===== src/include/slpcg_pkg.sv =====
// Shared types and constants for the sleep-mode clock gating block.
// Assumes a single 40 MHz system clock and an active-low external reset pin.
package slpcg_pkg;

  // ----------------------------------------
  // Counts and reset values
  // ----------------------------------------
  localparam int unsigned RST_SYNC_STAGES = 2;
  localparam int unsigned PORT_WIDTH = 8;
  localparam logic [7:0] PIN_RESET_VALUE = 8'h00;

  // ----------------------------------------
  // Modes and states
  // ----------------------------------------
  typedef enum logic [2:0] {
    SLPCG_IDLE,
    SLPCG_ADC_NOISE,
    SLPCG_POWER_DOWN,
    SLPCG_POWER_SAVE,
    SLPCG_STANDBY,
    SLPCG_EXT_STANDBY
  } slpcg_mode_type;

  typedef enum logic {
    SLPCG_RUN,
    SLPCG_SLEEP
  } slpcg_state_type;

  // ----------------------------------------
  // Carriers
  // ----------------------------------------
  typedef struct packed {
    logic core;
    logic sram;
    logic io;
    logic irq;
    logic async_tmr;
    logic adc;
    logic osc;
  } slpcg_clk_type;

  typedef struct packed {
    logic [PORT_WIDTH-1:0] first_port_pins;
    logic [PORT_WIDTH-1:0] second_port_pins;
    logic [PORT_WIDTH-1:0] third_port_pins;
    logic [PORT_WIDTH-1:0] fourth_port_pins;
  } slpcg_port_type;

  localparam slpcg_clk_type CLK_ALL_ON = '{1'b1, 1'b1, 1'b1, 1'b1, 1'b1, 1'b1, 1'b1};
  localparam slpcg_clk_type CLK_ALL_OFF = '{1'b0, 1'b0, 1'b0, 1'b0, 1'b0, 1'b0, 1'b0};
  localparam slpcg_port_type PORT_RESET_VALUE = '{PIN_RESET_VALUE, PIN_RESET_VALUE,
                                                  PIN_RESET_VALUE, PIN_RESET_VALUE};

endpackage


===== src/rtl/slpcg_rst_sync.sv =====
// Reset synchronizer: asserts at once, releases after a few clock edges.
// Assumes arst may arrive with no clock running.
`timescale 1ns/10ps
module slpcg_rst_sync #(
  parameter int unsigned STAGES = slpcg_pkg::RST_SYNC_STAGES
) (
  input wire logic clk,
  input wire logic arst,
  output logic rst_out
);

  logic [STAGES-1:0] shift_q;

  // Release is synchronous so no flop sees reset end mid-setup window
  always_ff @(posedge clk or posedge arst) begin
    if (arst) begin
      shift_q <= '1;
    end else begin
      shift_q <= {shift_q[STAGES-2:0], 1'b0};
    end
  end

  assign rst_out = shift_q[STAGES-1];

endmodule


===== src/rtl/slpcg_top.sv =====
// Sleep-mode clock gating and reset gating for a small microcontroller.
// Assumes the core raises sleep_req for one cycle when it executes sleep,
// and that the clock enables drive glitch-free gates outside this block.
`timescale 1ns/10ps
module slpcg_top (
  input wire logic clk,
  input wire logic rst,
  input wire logic ext_reset_n,
  input wire logic sleep_en,
  input wire slpcg_pkg::slpcg_mode_type sleep_mode,
  input wire logic sleep_req,
  input wire logic irq_sync,
  input wire logic irq_async,
  input wire logic irq_timer,
  input wire slpcg_pkg::slpcg_port_type port_dout,
  input wire slpcg_pkg::slpcg_port_type port_doe,
  output slpcg_pkg::slpcg_clk_type clk_en_q,
  output logic sleeping_q,
  output logic dev_reset_q,
  output slpcg_pkg::slpcg_port_type pin_out_q,
  output slpcg_pkg::slpcg_port_type pin_oe_q
);

  // ----------------------------------------
  // Gating table
  // ----------------------------------------
  function automatic slpcg_pkg::slpcg_clk_type gate_for(input slpcg_pkg::slpcg_mode_type m);
    slpcg_pkg::slpcg_clk_type g;
    g = slpcg_pkg::CLK_ALL_OFF;
    case (m)
      slpcg_pkg::SLPCG_IDLE: begin
        g = slpcg_pkg::CLK_ALL_ON;
        g.core = 1'b0;
      end
      slpcg_pkg::SLPCG_ADC_NOISE: begin
        g.irq = 1'b1;
        g.async_tmr = 1'b1;
        g.adc = 1'b1;
        g.osc = 1'b1;
      end
      slpcg_pkg::SLPCG_POWER_DOWN: begin
        g = slpcg_pkg::CLK_ALL_OFF;
      end
      slpcg_pkg::SLPCG_POWER_SAVE: begin
        g.async_tmr = 1'b1;
      end
      slpcg_pkg::SLPCG_STANDBY: begin
        g.osc = 1'b1;
      end
      slpcg_pkg::SLPCG_EXT_STANDBY: begin
        g.osc = 1'b1;
        g.async_tmr = 1'b1;
      end
      default: begin
        g = slpcg_pkg::CLK_ALL_ON;
      end
    endcase
    return g;
  endfunction

  // ----------------------------------------
  // Reset combination
  // ----------------------------------------
  // Pin reset needs no clock; a short glitch on the pin may also reset, which is harmless
  wire logic any_rst;
  wire logic dev_rst;

  assign any_rst = rst | ~ext_reset_n;

  slpcg_rst_sync #(
    .STAGES(slpcg_pkg::RST_SYNC_STAGES)
  ) slpcg_rst_sync_i (
    .clk(clk),
    .arst(any_rst),
    .rst_out(dev_rst)
  );

  // ----------------------------------------
  // Sleep state
  // ----------------------------------------
  slpcg_pkg::slpcg_state_type state_q;
  slpcg_pkg::slpcg_state_type state_d;
  slpcg_pkg::slpcg_mode_type mode_q;
  slpcg_pkg::slpcg_mode_type mode_d;
  slpcg_pkg::slpcg_clk_type clk_en_d;

  wire logic go_sleep;
  wire logic wake;
  wire slpcg_pkg::slpcg_clk_type mode_gate;

  assign mode_gate = gate_for(mode_q);
  // A clocked interrupt only wakes where its domain still has a clock
  assign wake = irq_async | (irq_sync & mode_gate.irq)
              | (irq_timer & mode_gate.async_tmr);
  // A clock-free or clocked interrupt in the same cycle keeps the core running; irq_timer does not
  assign go_sleep = sleep_req & sleep_en & ~irq_async & ~irq_sync;

  always_comb begin
    state_d = state_q;
    mode_d = mode_q;
    case (state_q)
      slpcg_pkg::SLPCG_RUN: begin
        if (go_sleep) begin
          state_d = slpcg_pkg::SLPCG_SLEEP;
          mode_d = sleep_mode;
        end
      end
      slpcg_pkg::SLPCG_SLEEP: begin
        if (wake) begin
          state_d = slpcg_pkg::SLPCG_RUN;
        end
      end
      default: begin
        state_d = slpcg_pkg::SLPCG_RUN;
      end
    endcase
  end

  assign clk_en_d = (state_d == slpcg_pkg::SLPCG_SLEEP) ? gate_for(mode_d)
                                                       : slpcg_pkg::CLK_ALL_ON;

  // Reset brings every clock back so the core can run its reset sequence
  always_ff @(posedge clk or posedge dev_rst) begin
    if (dev_rst) begin
      state_q <= slpcg_pkg::SLPCG_RUN;
      mode_q <= slpcg_pkg::SLPCG_IDLE;
      clk_en_q <= slpcg_pkg::CLK_ALL_ON;
      sleeping_q <= 1'b0;
    end else begin
      state_q <= state_d;
      mode_q <= mode_d;
      clk_en_q <= clk_en_d;
      sleeping_q <= (state_d == slpcg_pkg::SLPCG_SLEEP);
    end
  end

  // ----------------------------------------
  // Device reset and port pins
  // ----------------------------------------
  always_ff @(posedge clk or posedge any_rst) begin
    if (any_rst) begin
      dev_reset_q <= 1'b1;
      pin_out_q <= slpcg_pkg::PORT_RESET_VALUE;
      pin_oe_q <= slpcg_pkg::PORT_RESET_VALUE;
    end else begin
      dev_reset_q <= dev_rst;
      pin_out_q <= port_dout;
      // Pins stay released until the synchronized reset has ended
      pin_oe_q <= dev_rst ? slpcg_pkg::PORT_RESET_VALUE : port_doe;
    end
  end

  // ----------------------------------------
  // Assertions
  // ----------------------------------------
  wire logic in_sleep;
  assign in_sleep = (state_q == slpcg_pkg::SLPCG_SLEEP);

  property p_sleep_entry;
    @(posedge clk) disable iff (dev_rst)
    (state_q == slpcg_pkg::SLPCG_RUN) && sleep_req && sleep_en && !irq_async && !irq_sync
      |=> in_sleep && sleeping_q && (mode_q == $past(sleep_mode));
  endproperty
  a_sleep_entry: assert property (p_sleep_entry) else $error("sleep not entered");

  property p_no_sleep_disabled;
    @(posedge clk) disable iff (dev_rst)
    (state_q == slpcg_pkg::SLPCG_RUN) && !sleep_en |=> clk_en_q.core;
  endproperty
  a_no_sleep_disabled: assert property (p_no_sleep_disabled) else $error("core gated");

  property p_idle;
    @(posedge clk) disable iff (dev_rst)
    in_sleep && (mode_q == slpcg_pkg::SLPCG_IDLE)
      |-> !clk_en_q.core && clk_en_q.sram && clk_en_q.io && clk_en_q.irq;
  endproperty
  a_idle: assert property (p_idle) else $error("idle gating wrong");

  property p_power_down;
    @(posedge clk) disable iff (dev_rst)
    in_sleep && (mode_q == slpcg_pkg::SLPCG_POWER_DOWN) |-> clk_en_q == slpcg_pkg::CLK_ALL_OFF;
  endproperty
  a_power_down: assert property (p_power_down) else $error("power-down gating wrong");

  property p_power_save;
    @(posedge clk) disable iff (dev_rst)
    in_sleep && (mode_q == slpcg_pkg::SLPCG_POWER_SAVE)
      |-> clk_en_q.async_tmr && !clk_en_q.core && !clk_en_q.osc;
  endproperty
  a_power_save: assert property (p_power_save) else $error("power-save gating wrong");

  property p_adc_noise;
    @(posedge clk) disable iff (dev_rst)
    in_sleep && (mode_q == slpcg_pkg::SLPCG_ADC_NOISE)
      |-> !clk_en_q.core && !clk_en_q.io && clk_en_q.async_tmr && clk_en_q.adc;
  endproperty
  a_adc_noise: assert property (p_adc_noise) else $error("adc mode gating wrong");

  property p_standby;
    @(posedge clk) disable iff (dev_rst)
    in_sleep && (mode_q == slpcg_pkg::SLPCG_STANDBY)
      |-> clk_en_q.osc && !clk_en_q.core && !clk_en_q.async_tmr && !clk_en_q.io;
  endproperty
  a_standby: assert property (p_standby) else $error("standby gating wrong");

  property p_ext_standby;
    @(posedge clk) disable iff (dev_rst)
    in_sleep && (mode_q == slpcg_pkg::SLPCG_EXT_STANDBY)
      |-> clk_en_q.osc && clk_en_q.async_tmr && !clk_en_q.core && !clk_en_q.sram;
  endproperty
  a_ext_standby: assert property (p_ext_standby) else $error("ext standby gating wrong");

  property p_pin_reset;
    @(posedge clk) disable iff (rst)
    !ext_reset_n |-> dev_reset_q && (pin_oe_q == slpcg_pkg::PORT_RESET_VALUE);
  endproperty
  a_pin_reset: assert property (p_pin_reset) else $error("pin reset not applied");

  property p_reset_release;
    @(posedge clk) disable iff (rst)
    !ext_reset_n ##1 ext_reset_n [*4] |-> !dev_reset_q;
  endproperty
  a_reset_release: assert property (p_reset_release) else $error("reset stuck");

  property p_tristate;
    @(posedge clk) disable iff (rst)
    dev_reset_q |-> pin_oe_q == slpcg_pkg::PORT_RESET_VALUE;
  endproperty
  a_tristate: assert property (p_tristate) else $error("pins driven in reset");

  property p_wake;
    @(posedge clk) disable iff (dev_rst)
    in_sleep && irq_async |=> clk_en_q == slpcg_pkg::CLK_ALL_ON && !sleeping_q;
  endproperty
  a_wake: assert property (p_wake) else $error("no wake on interrupt");

  property p_stay_asleep;
    @(posedge clk) disable iff (dev_rst)
    in_sleep && !irq_async && !(irq_sync && clk_en_q.irq)
      && !(irq_timer && clk_en_q.async_tmr) |=> in_sleep && $stable(mode_q);
  endproperty
  a_stay_asleep: assert property (p_stay_asleep) else $error("spurious wake");

  c_idle_wake: cover property (@(posedge clk) disable iff (dev_rst)
    in_sleep && (mode_q == slpcg_pkg::SLPCG_IDLE) ##1 !in_sleep);
  c_power_down: cover property (@(posedge clk) disable iff (dev_rst)
    in_sleep && (mode_q == slpcg_pkg::SLPCG_POWER_DOWN) && irq_async);
  c_timer_wake: cover property (@(posedge clk) disable iff (dev_rst)
    in_sleep && (mode_q == slpcg_pkg::SLPCG_POWER_SAVE) && irq_timer);
  c_pin_reset: cover property (@(posedge clk) disable iff (rst)
    !ext_reset_n ##1 ext_reset_n [*4]);

endmodule


===== config.mk =====
export PLATFORM = sky130hd
export DESIGN_NAME = slpcg_top
export DESIGN_NICKNAME = d
export VERILOG_FILES = /design/src/include/slpcg_pkg.sv /design/src/rtl/slpcg_rst_sync.sv /design/src/rtl/slpcg_top.sv
export SDC_FILE = /design/constraint.sdc
export NUM_CORES = 1
export LEC_CHECK = 0
export ABC_AREA = 1
export BUFFER_PORTS_ARGS = -buffer_cell sky130_fd_sc_hd__buf_4
export CAP_MARGIN = 40
export CORE_MARGIN = 10
export CORE_UTILIZATION = 42
export DETAILED_ROUTE_END_ITERATION = 12
export GPL_TIMING_DRIVEN = 1
export PLACE_DENSITY = 0.78
export SLEW_MARGIN = 20
export SYNTH_ARGS = -nofsm -noshare
export SYNTH_HDL_FRONTEND = slang
export SYNTH_SLANG_ARGS = --single-unit

===== constraint.sdc =====
create_clock -name clk -period 5 [get_ports clk]
set_input_delay 0.75 -clock clk [delete_from_list [all_inputs] [get_ports clk]]
set_output_delay 0.75 -clock clk [all_outputs]
set_load 0.02 [all_outputs]

==> summary.md, run 1 <==
Status
- **result of the run** finished clean

Timing
- **worst-case headroom to the max-slew limit** 59.8%
- **setup repair after global routing missed its margin** false
- **Worst Skew** 0.0104 ns
- **Final Setup Violations** 0
- **period utilisation layout** 35.2%
- **crit path setup slack, layout** 3.24 ns
- **maximum clock frequency** 568 MHz
- **Final Hold Vio Count** 0
- **Setup TNS** 0 ns
- **minimum period implied by the final worst setup slack** 1.76 ns
- **Pins Over Slew Limit** 0
- **Worst Tran Pin Value** 0.603 ns

Logic synthesis
- **total standard cell area after synthesis** 2440 µm²
- **sequential fraction of the synthesis area** 78.3%
- **count of mapped cells out of synthesis** 195
- **area fraction of the dominant cell type after synthesis** 69.7%
- **top cells by area in the synthesized netlist** sky130_fd_sc_hd__dfrtp_1, sky130_fd_sc_hd__dfstp_2, sky130_fd_sc_hd__inv_1
- **net count after synthesis** 270
- **Mapped Avg Cell Area** 12.5 µm²
- **count of unique library cells instantiated by Yosys** 20
- **warning count from the yosys run** 0
- **number of synthesized register bits** 76
- **cell type contributing the most total cell area after synthesis** sky130_fd_sc_hd__dfrtp_1

Finish
- **Multi-input gate area** 339 µm²
- **count of fill cells added during filler insertion** 432
- **proportion of layout cells with a drive suffix above 1** 51.7%
- **combined flip-flop and latch cell area** 1910 µm²
- **number of diodes** 0
- **area growth from synthesis to final layout** 57.4%
- **Post-layout nets** 424

Placed design
- **worst setup timing slack at the placement stage** 3.35 ns
- **Port Buffer Count** 147
- **half-perimeter wire length after placement** 5390 µm
- **placer's final routability congestion estimate** 0.772

Drt
- **number of violations reported at the end of detailed-routing iteration 0** 50
- **wirelength, routed** 6530 µm
- **routed length per instance** 15.3 µm
- **number of optimization iterations in the first detailed-route pass** 4
- **vias per cell** 4.21
- **DR DRC count** 0
- **DR vias** 1795
- **post-route ant nets** 0

Die
- **core area** 5570 µm²
- **full die area** 9260 µm²
- **Die Ht** 96.2 µm
- **io pins** 148
- **site row count** 27
- **starting utilization of the core area** 43.8%
- **Die Span X** 96.2 µm

Clock network
- **Clock Sink Count** 76
- **H-tree levels** 3
- **clock latency reported for the late side of the worst-skew pair** 0.33 ns
- **Max Buffers Root-to-Sink** 2
- **clock edge transition at the registers on the reported setup and hold paths** 0.06 ns
- **post-cts sizing count** 0
- **number of buffers added for setup after CTS** 0
- **TritonCTS Buffers** 9
- **root buffer selected by CTS** sky130_fd_sc_hd__clkbuf_8
- **CTS tree** built
- **hold buffer count at CTS** 0

Critical path
- **family of cells with the greatest summed delay on the critical path** flip-flops
- **Slowest-stage cell, CP** sky130_fd_sc_hd__dfstp_2
- **source of the critical timing path** clk_en_q[1]
- **max incr delay on CP** 0.54 ns
- **crit end category** output port
- **Critical Path AT** 1.01 ns
- **required time of the critical path** 4.25 ns
- **type of the worst setup path** reg -> out
- **worst path buffer plus inverter count** 1
- **chain of cells forming the critical path** buf_4
- **reg2reg start** slpcg_rst_sync_i.shift_q[1]
- **worst-path fanout max** 2
- **launching element type of the critical path** flip-flop

Hold path
- **class of the tightest hold or removal check** reg -> reg
- **worst min-delay path startpoint** slpcg_rst_sync_i.shift_q[0]

Global route
- **initial antenna violation count** 0
- **wire length of the first global-routing pass** 9850 µm
- **via count of the first global-routing pass** 1916
- **maximum number of pins on one net before global-route repair** 68
- **global route total overflow** 0
- **Global Route Usage Sum** 14.4%

Pwr
- **Leakage Power** 2.15 nW
- **maximum vdd ir drop** 0.214 mV
- **power density relative to cell area** 341 nW/µm²

Job
- **number of max-capacitance violations reported** 0

Yosys cell counts (all sizes together):
cell type and n:
clkbuf 2, nand3 9, o22ai 1, nand3b 1, buf 4, a211oi 1, conb 1, inv 44
nor2 37, nand2 18, dfrtp 68, o21ai 1, dfstp 8
through the flow:
stage / power, mW / utilization, % / hold WS (ns) / std cells / area [µm²]
finish: 1.31 / 68.9 / 0.356 / 426 / 3840
global route: 1.38 / 68.9 / 0.359 / 426 / 3840
CTS: 1.33 / 68.4 / 0.358 / 425 / 3810
detailed placement: 0.872 / 64.9 / 0.348 / 409 / 3620
global placement: 0.867 / 64.9 / 0.346 / 409 / 3620
floorplan: 0.763 / - / 0.345 / 195 / 2440
logic make-up (layout without fill, tap and decap cells):
| logic type | count (synthesis) | after routing | share of synthesized area [%] |
|---|---|---|---|
| AO/OA/AOI/OAI | 3 | 3 | 0.769 |
| buffers and inverters | 50 | 209 | 8.10 |
| flip-flops | 76 | 76 | 78.3 |
| other | 1 | 1 | 0.154 |
| AND/OR/NAND/NOR | 65 | 65 | 12.7 |
report_power, final:
part           internal (mW)  switching [mW]
clock                  0.258           0.194
combinational         0.0912           0.101
sequential             0.651          0.0165
metal layers:
metal	vias to the layer above	global-route usage, %	routed length [µm]
met5	-	0	0
met4	0	8.35	138
met3	8	6.93	966
met2	89	25.3	3450
met1	837	13.1	1970
li1	861	-	-
path summary, 6_finish.rpt:
kind                       cells after the start                     endpoint  slack [ns]
min in group asynchronous                      4                pin_out_q[24]        0.43
min                                            0  slpcg_rst_sync_i.shift_q[1]        0.36
max in group asynchronous                      4  slpcg_rst_sync_i.shift_q[1]        4.02
max reg2reg                                    1                 pin_oe_q[28]        3.81
min reg2reg                                    0  slpcg_rst_sync_i.shift_q[1]        0.36
max                                            1                  clk_en_q[3]        3.24
layout make-up:
cell class / count / area share (%)
Clock buffer: 14 / 4.23
Clock inverter: 2 / 0.912
Inverter: 44 / 4.30
Multi-Input combinational cell: 69 / 8.82
Sequential cell: 76 / 49.8
Tap cell: 72 / 2.34
Timing Repair Buffer: 149 / 29.6
sequential cells by signal, summed over array words and instances, names as in the netlist:
register / count
pin_out_q: 32
dev_reset_q: 1
clk_en_q: 5
in_sleep: 1
pin_oe_q: 32
mode_q: 3
slpcg_rst_sync_i.shift_q: 2
placed cells by master, fill, tap and decap left out, types with 3 or more instances in the layout:
cell type,netlist,layout
sky130_fd_sc_hd__buf_4,2,148
sky130_fd_sc_hd__nand2_2,6,6
sky130_fd_sc_hd__nor2_4,2,3
sky130_fd_sc_hd__nand2_1,12,12
sky130_fd_sc_hd__inv_1,43,43
sky130_fd_sc_hd__clkbuf_1,2,3
sky130_fd_sc_hd__dfrtp_1,68,68
sky130_fd_sc_hd__nor2_1,34,33
sky130_fd_sc_hd__clkbuf_8,0,11
sky130_fd_sc_hd__nand3_1,7,7
sky130_fd_sc_hd__dfstp_2,8,8
(Power assumes the default switching activity.)
==> run 2: changes to the inputs <==
Settings changed: CORE_UTILIZATION 42 to 38, PLACE_DENSITY 0.78 to 0.75.
Clock period 5 ns to 1.4 ns, I/O delays scaled along.
==> run 2 against run 1 <==
  * Critical endpoint is now pin_out_q[7]
  * Register-to-register slack worse by 3.6 ns
  * Power grew to 3.6 times the previous value
  * Highest routed layer unchanged
  * Global-route usage is 0.22 points lower
  * Combinational power grew to 4.0 times the previous value
  * Flip-flop and latch count stayed put
  * Core utilization is 2.1 points lower
  * Critical path depth is 3 higher
  * Largest cell class unchanged
  * Sequential share of layout area is 4.2 points lower
  * Cell count is 9.6% higher
  * Clock-buffer cell count is 2 lower
==> summary.md, run 2 (synthesis gave the netlist of run 1 again) <==
Status
- **result of the run** finished clean

Timing
- **Final Hold Vio Count** 0, unchanged
- **setup repair after global routing missed its margin** false
- **Worst Tran Pin Value** 0.599 ns, -0.00348 ns
- **Final Setup Violations** 0, unchanged
- **crit path setup slack, layout** 0.170 ns, -3.07 ns
- **worst-case headroom to the max-slew limit** 60.0%, +0.23 points
- **maximum clock frequency** 813 MHz
- **minimum period implied by the final worst setup slack** 1.23 ns
- **period utilisation layout** 87.8%
- **Worst Skew** 0.00656 ns, -0.00380 ns
- **Pins Over Slew Limit** 0, unchanged

Clock network
- **root buffer selected by CTS** sky130_fd_sc_hd__clkbuf_8
- **TritonCTS Buffers** 9, unchanged
- **Clock Sink Count** 76, unchanged
- **clock latency reported for the late side of the worst-skew pair** 0.33 ns, about the same
- **CTS tree** built
- **H-tree levels** 3, unchanged
- **post-cts sizing count** 0, unchanged
- **number of buffers added for setup after CTS** 0, unchanged
- **hold buffer count at CTS** 34, +34
- **clock edge transition at the registers on the reported setup and hold paths** 0.07 ns, about the same
- **Max Buffers Root-to-Sink** 2, unchanged

Drt
- **vias per cell** 4.15, -1.6%
- **DR DRC count** 0, unchanged
- **post-route ant nets** 0, unchanged
- **routed length per instance** 15.1 µm, -1.2%
- **wirelength, routed** 7070 µm, +8.3%
- **DR vias** 1936, +7.9%
- **number of violations reported at the end of detailed-routing iteration 0** 37, -26%
- **number of optimization iterations in the first detailed-route pass** 4, unchanged

Critical path
- **launching element type of the critical path** input port
- **worst-path fanout max** 5, +3
- **max incr delay on CP** 0.71 ns, +0.17 ns
- **Slowest-stage cell, CP** sky130_fd_sc_hd__dlygate4sd3_1
- **required time of the critical path** 1.92 ns, -2.33 ns
- **family of cells with the greatest summed delay on the critical path** buffers and inverters
- **endpoint of the most critical register-to-register path** pin_oe_q[11]
- **logic depth of the worst register-to-register path** 1, unchanged
- **Most common cell on crit path** sky130_fd_sc_hd__dlygate4sd3_1
- **reg2reg start** slpcg_rst_sync_i.shift_q[1]
- **type of the worst setup path** in -> async
- **logic depth of the worst setup path including buffers** 4, +3
- **Critical Path Sink** pin_out_q[7]
- **r2r setup slk** 0.20 ns, -3.61 ns
- **Critical Path AT** 1.75 ns, +0.74 ns
- **worst path buffer plus inverter count** 3, +2
- **chain of cells forming the critical path** dlygate4sd3_1 > buf_4 > nor2_4 > dlygate4sd3_1
- **crit end category** async pin
- **source of the critical timing path** rst

Global route
- **via count of the first global-routing pass** 2272, +19%
- **initial antenna violation count** 2, +2
- **Global Route Usage Sum** 14.1%, -0.22 points
- **global route total overflow** 0, unchanged
- **maximum number of pins on one net before global-route repair** 44, -35%
- **wire length of the first global-routing pass** 11200 µm, +13%

Finish
- **Post-layout nets** 458, +8.0%
- **most common cell after layout, fill and taps aside** sky130_fd_sc_hd__buf_4
- **proportion of layout cells with a drive suffix above 1** 47.7%, -4.0 points
- **Non-Filler Instances** 467, +9.6%
- **top flop regs** pin_oe_q: 32 flops, pin_out_q: 32 flops, clk_en_q: 5 flops
- **area growth from synthesis to final layout** 71.9%
- **total non-filler cell area in the finished layout** 4200 µm², +9.2%
- **post-route core utilization** 66.9%, -2.1 points
- **most frequent cells in the layout** sky130_fd_sc_hd__buf_4, sky130_fd_sc_hd__dfrtp_1, sky130_fd_sc_hd__inv_1

Die
- **Die Span X** 100 µm, +4.1%
- **Die Ht** 100 µm, +4.1%
- **full die area** 10000 µm², +8.3%
- **core area** 6280 µm², +13%
- **io pins** 148, unchanged
- **starting utilization of the core area** 38.9%, -4.9 points
- **site row count** 29, +7.4%

Placed design
- **worst setup timing slack at the placement stage** 0.188 ns, -3.16 ns
- **placed cell area** 3660 µm², +1.1%
- **Port Buffer Count** 147, unchanged
- **dpl cells** 415, +1.5%
- **placer's final routability congestion estimate** 0.791, +2.4%
- **half-perimeter wire length after placement** 5390 µm, about the same

Pwr
- **power density relative to cell area** 1130 nW/µm², +230%
- **Leakage Power** 2.29 nW, +6.2%
- **relative contribution of combinational cells to total power** 16.1%, +1.4 points
- **design internal power** 3.58 mW, +260%
- **reported net switching power** 1.17 mW, +280%
- **clock share of power** 33.7%, -0.8 points
- **switch share** 24.7%, +0.90 points
- **maximum vdd ir drop** 0.698 mV, +230%
- **Sequential Power Share** 50.2%, -0.7 points

Job
- **number of max-capacitance violations reported** 0, unchanged

Hold path
- **class of the tightest hold or removal check** in -> async

-- run 2: changes by cell type in the layout (fill, tap and decap cells not counted), sizes merged --
cell,change
dlygate4sd3,+34
clkbuf,-2
clkinvlp,+2
diode,+2
-- run 2: area by class of cell --
type	instances	area, µm²
Clock inverter	4	50.0
Timing Repair Buffer	183	1470
Clock buffer	12	145
Antenna cell	2	5.00
Sequential cell	76	1910
Fill cell	492	2080
Multi-Input combinational cell	69	339
Tap cell	77	96.3
Inverter	44	178
-- run 2: metrics by stage --
step	setup TNS (ns)	power, mW	hold slack (ns)
floorplan	-2.47	2.73	0.241
global route	0	4.99	0.0644
global placement	0	3.11	0.192
CTS	0	4.83	0.0501
detailed placement	0	3.12	0.192
finish	0	4.75	0.0653
-- run 2: worst min-delay path by stage --
stage / end / depth (start not counted) / slack (ns) / from
floorplan: pin_out_q[0] / 0 / 0.24 / port_dout[0]
global placement: pin_out_q[18] / 2 / 0.19 / rst
detailed placement: pin_out_q[18] / 2 / 0.19 / rst
CTS: slpcg_rst_sync_i.shift_q[1] / 3 / 0.05 / ext_reset_n
global route: slpcg_rst_sync_i.shift_q[1] / 3 / 0.06 / ext_reset_n
finish: slpcg_rst_sync_i.shift_q[1] / 3 / 0.07 / ext_reset_n
-- run 2: routing by layer --
metal	share of wire, %	wire, µm	vias to the layer above	GRT usage [%]
li1	-	-	933	-
met1	33	2340	912	13.2
met5	0	0	-	0
met3	11	784	8	6.87
met4	1.3	90	0	5.76
met2	55	3860	83	25.7
-- run 2: power by group through the flow --
stage | Clock (mW) | Sequential, mW | Combinational [mW]
floorplan | 0 | 2.54 | 0.192
global placement | 0 | 2.42 | 0.686
detailed placement | 0 | 2.43 | 0.699
CTS | 1.67 | 2.38 | 0.779
global route | 1.76 | 2.40 | 0.840
finish | 1.60 | 2.38 | 0.767
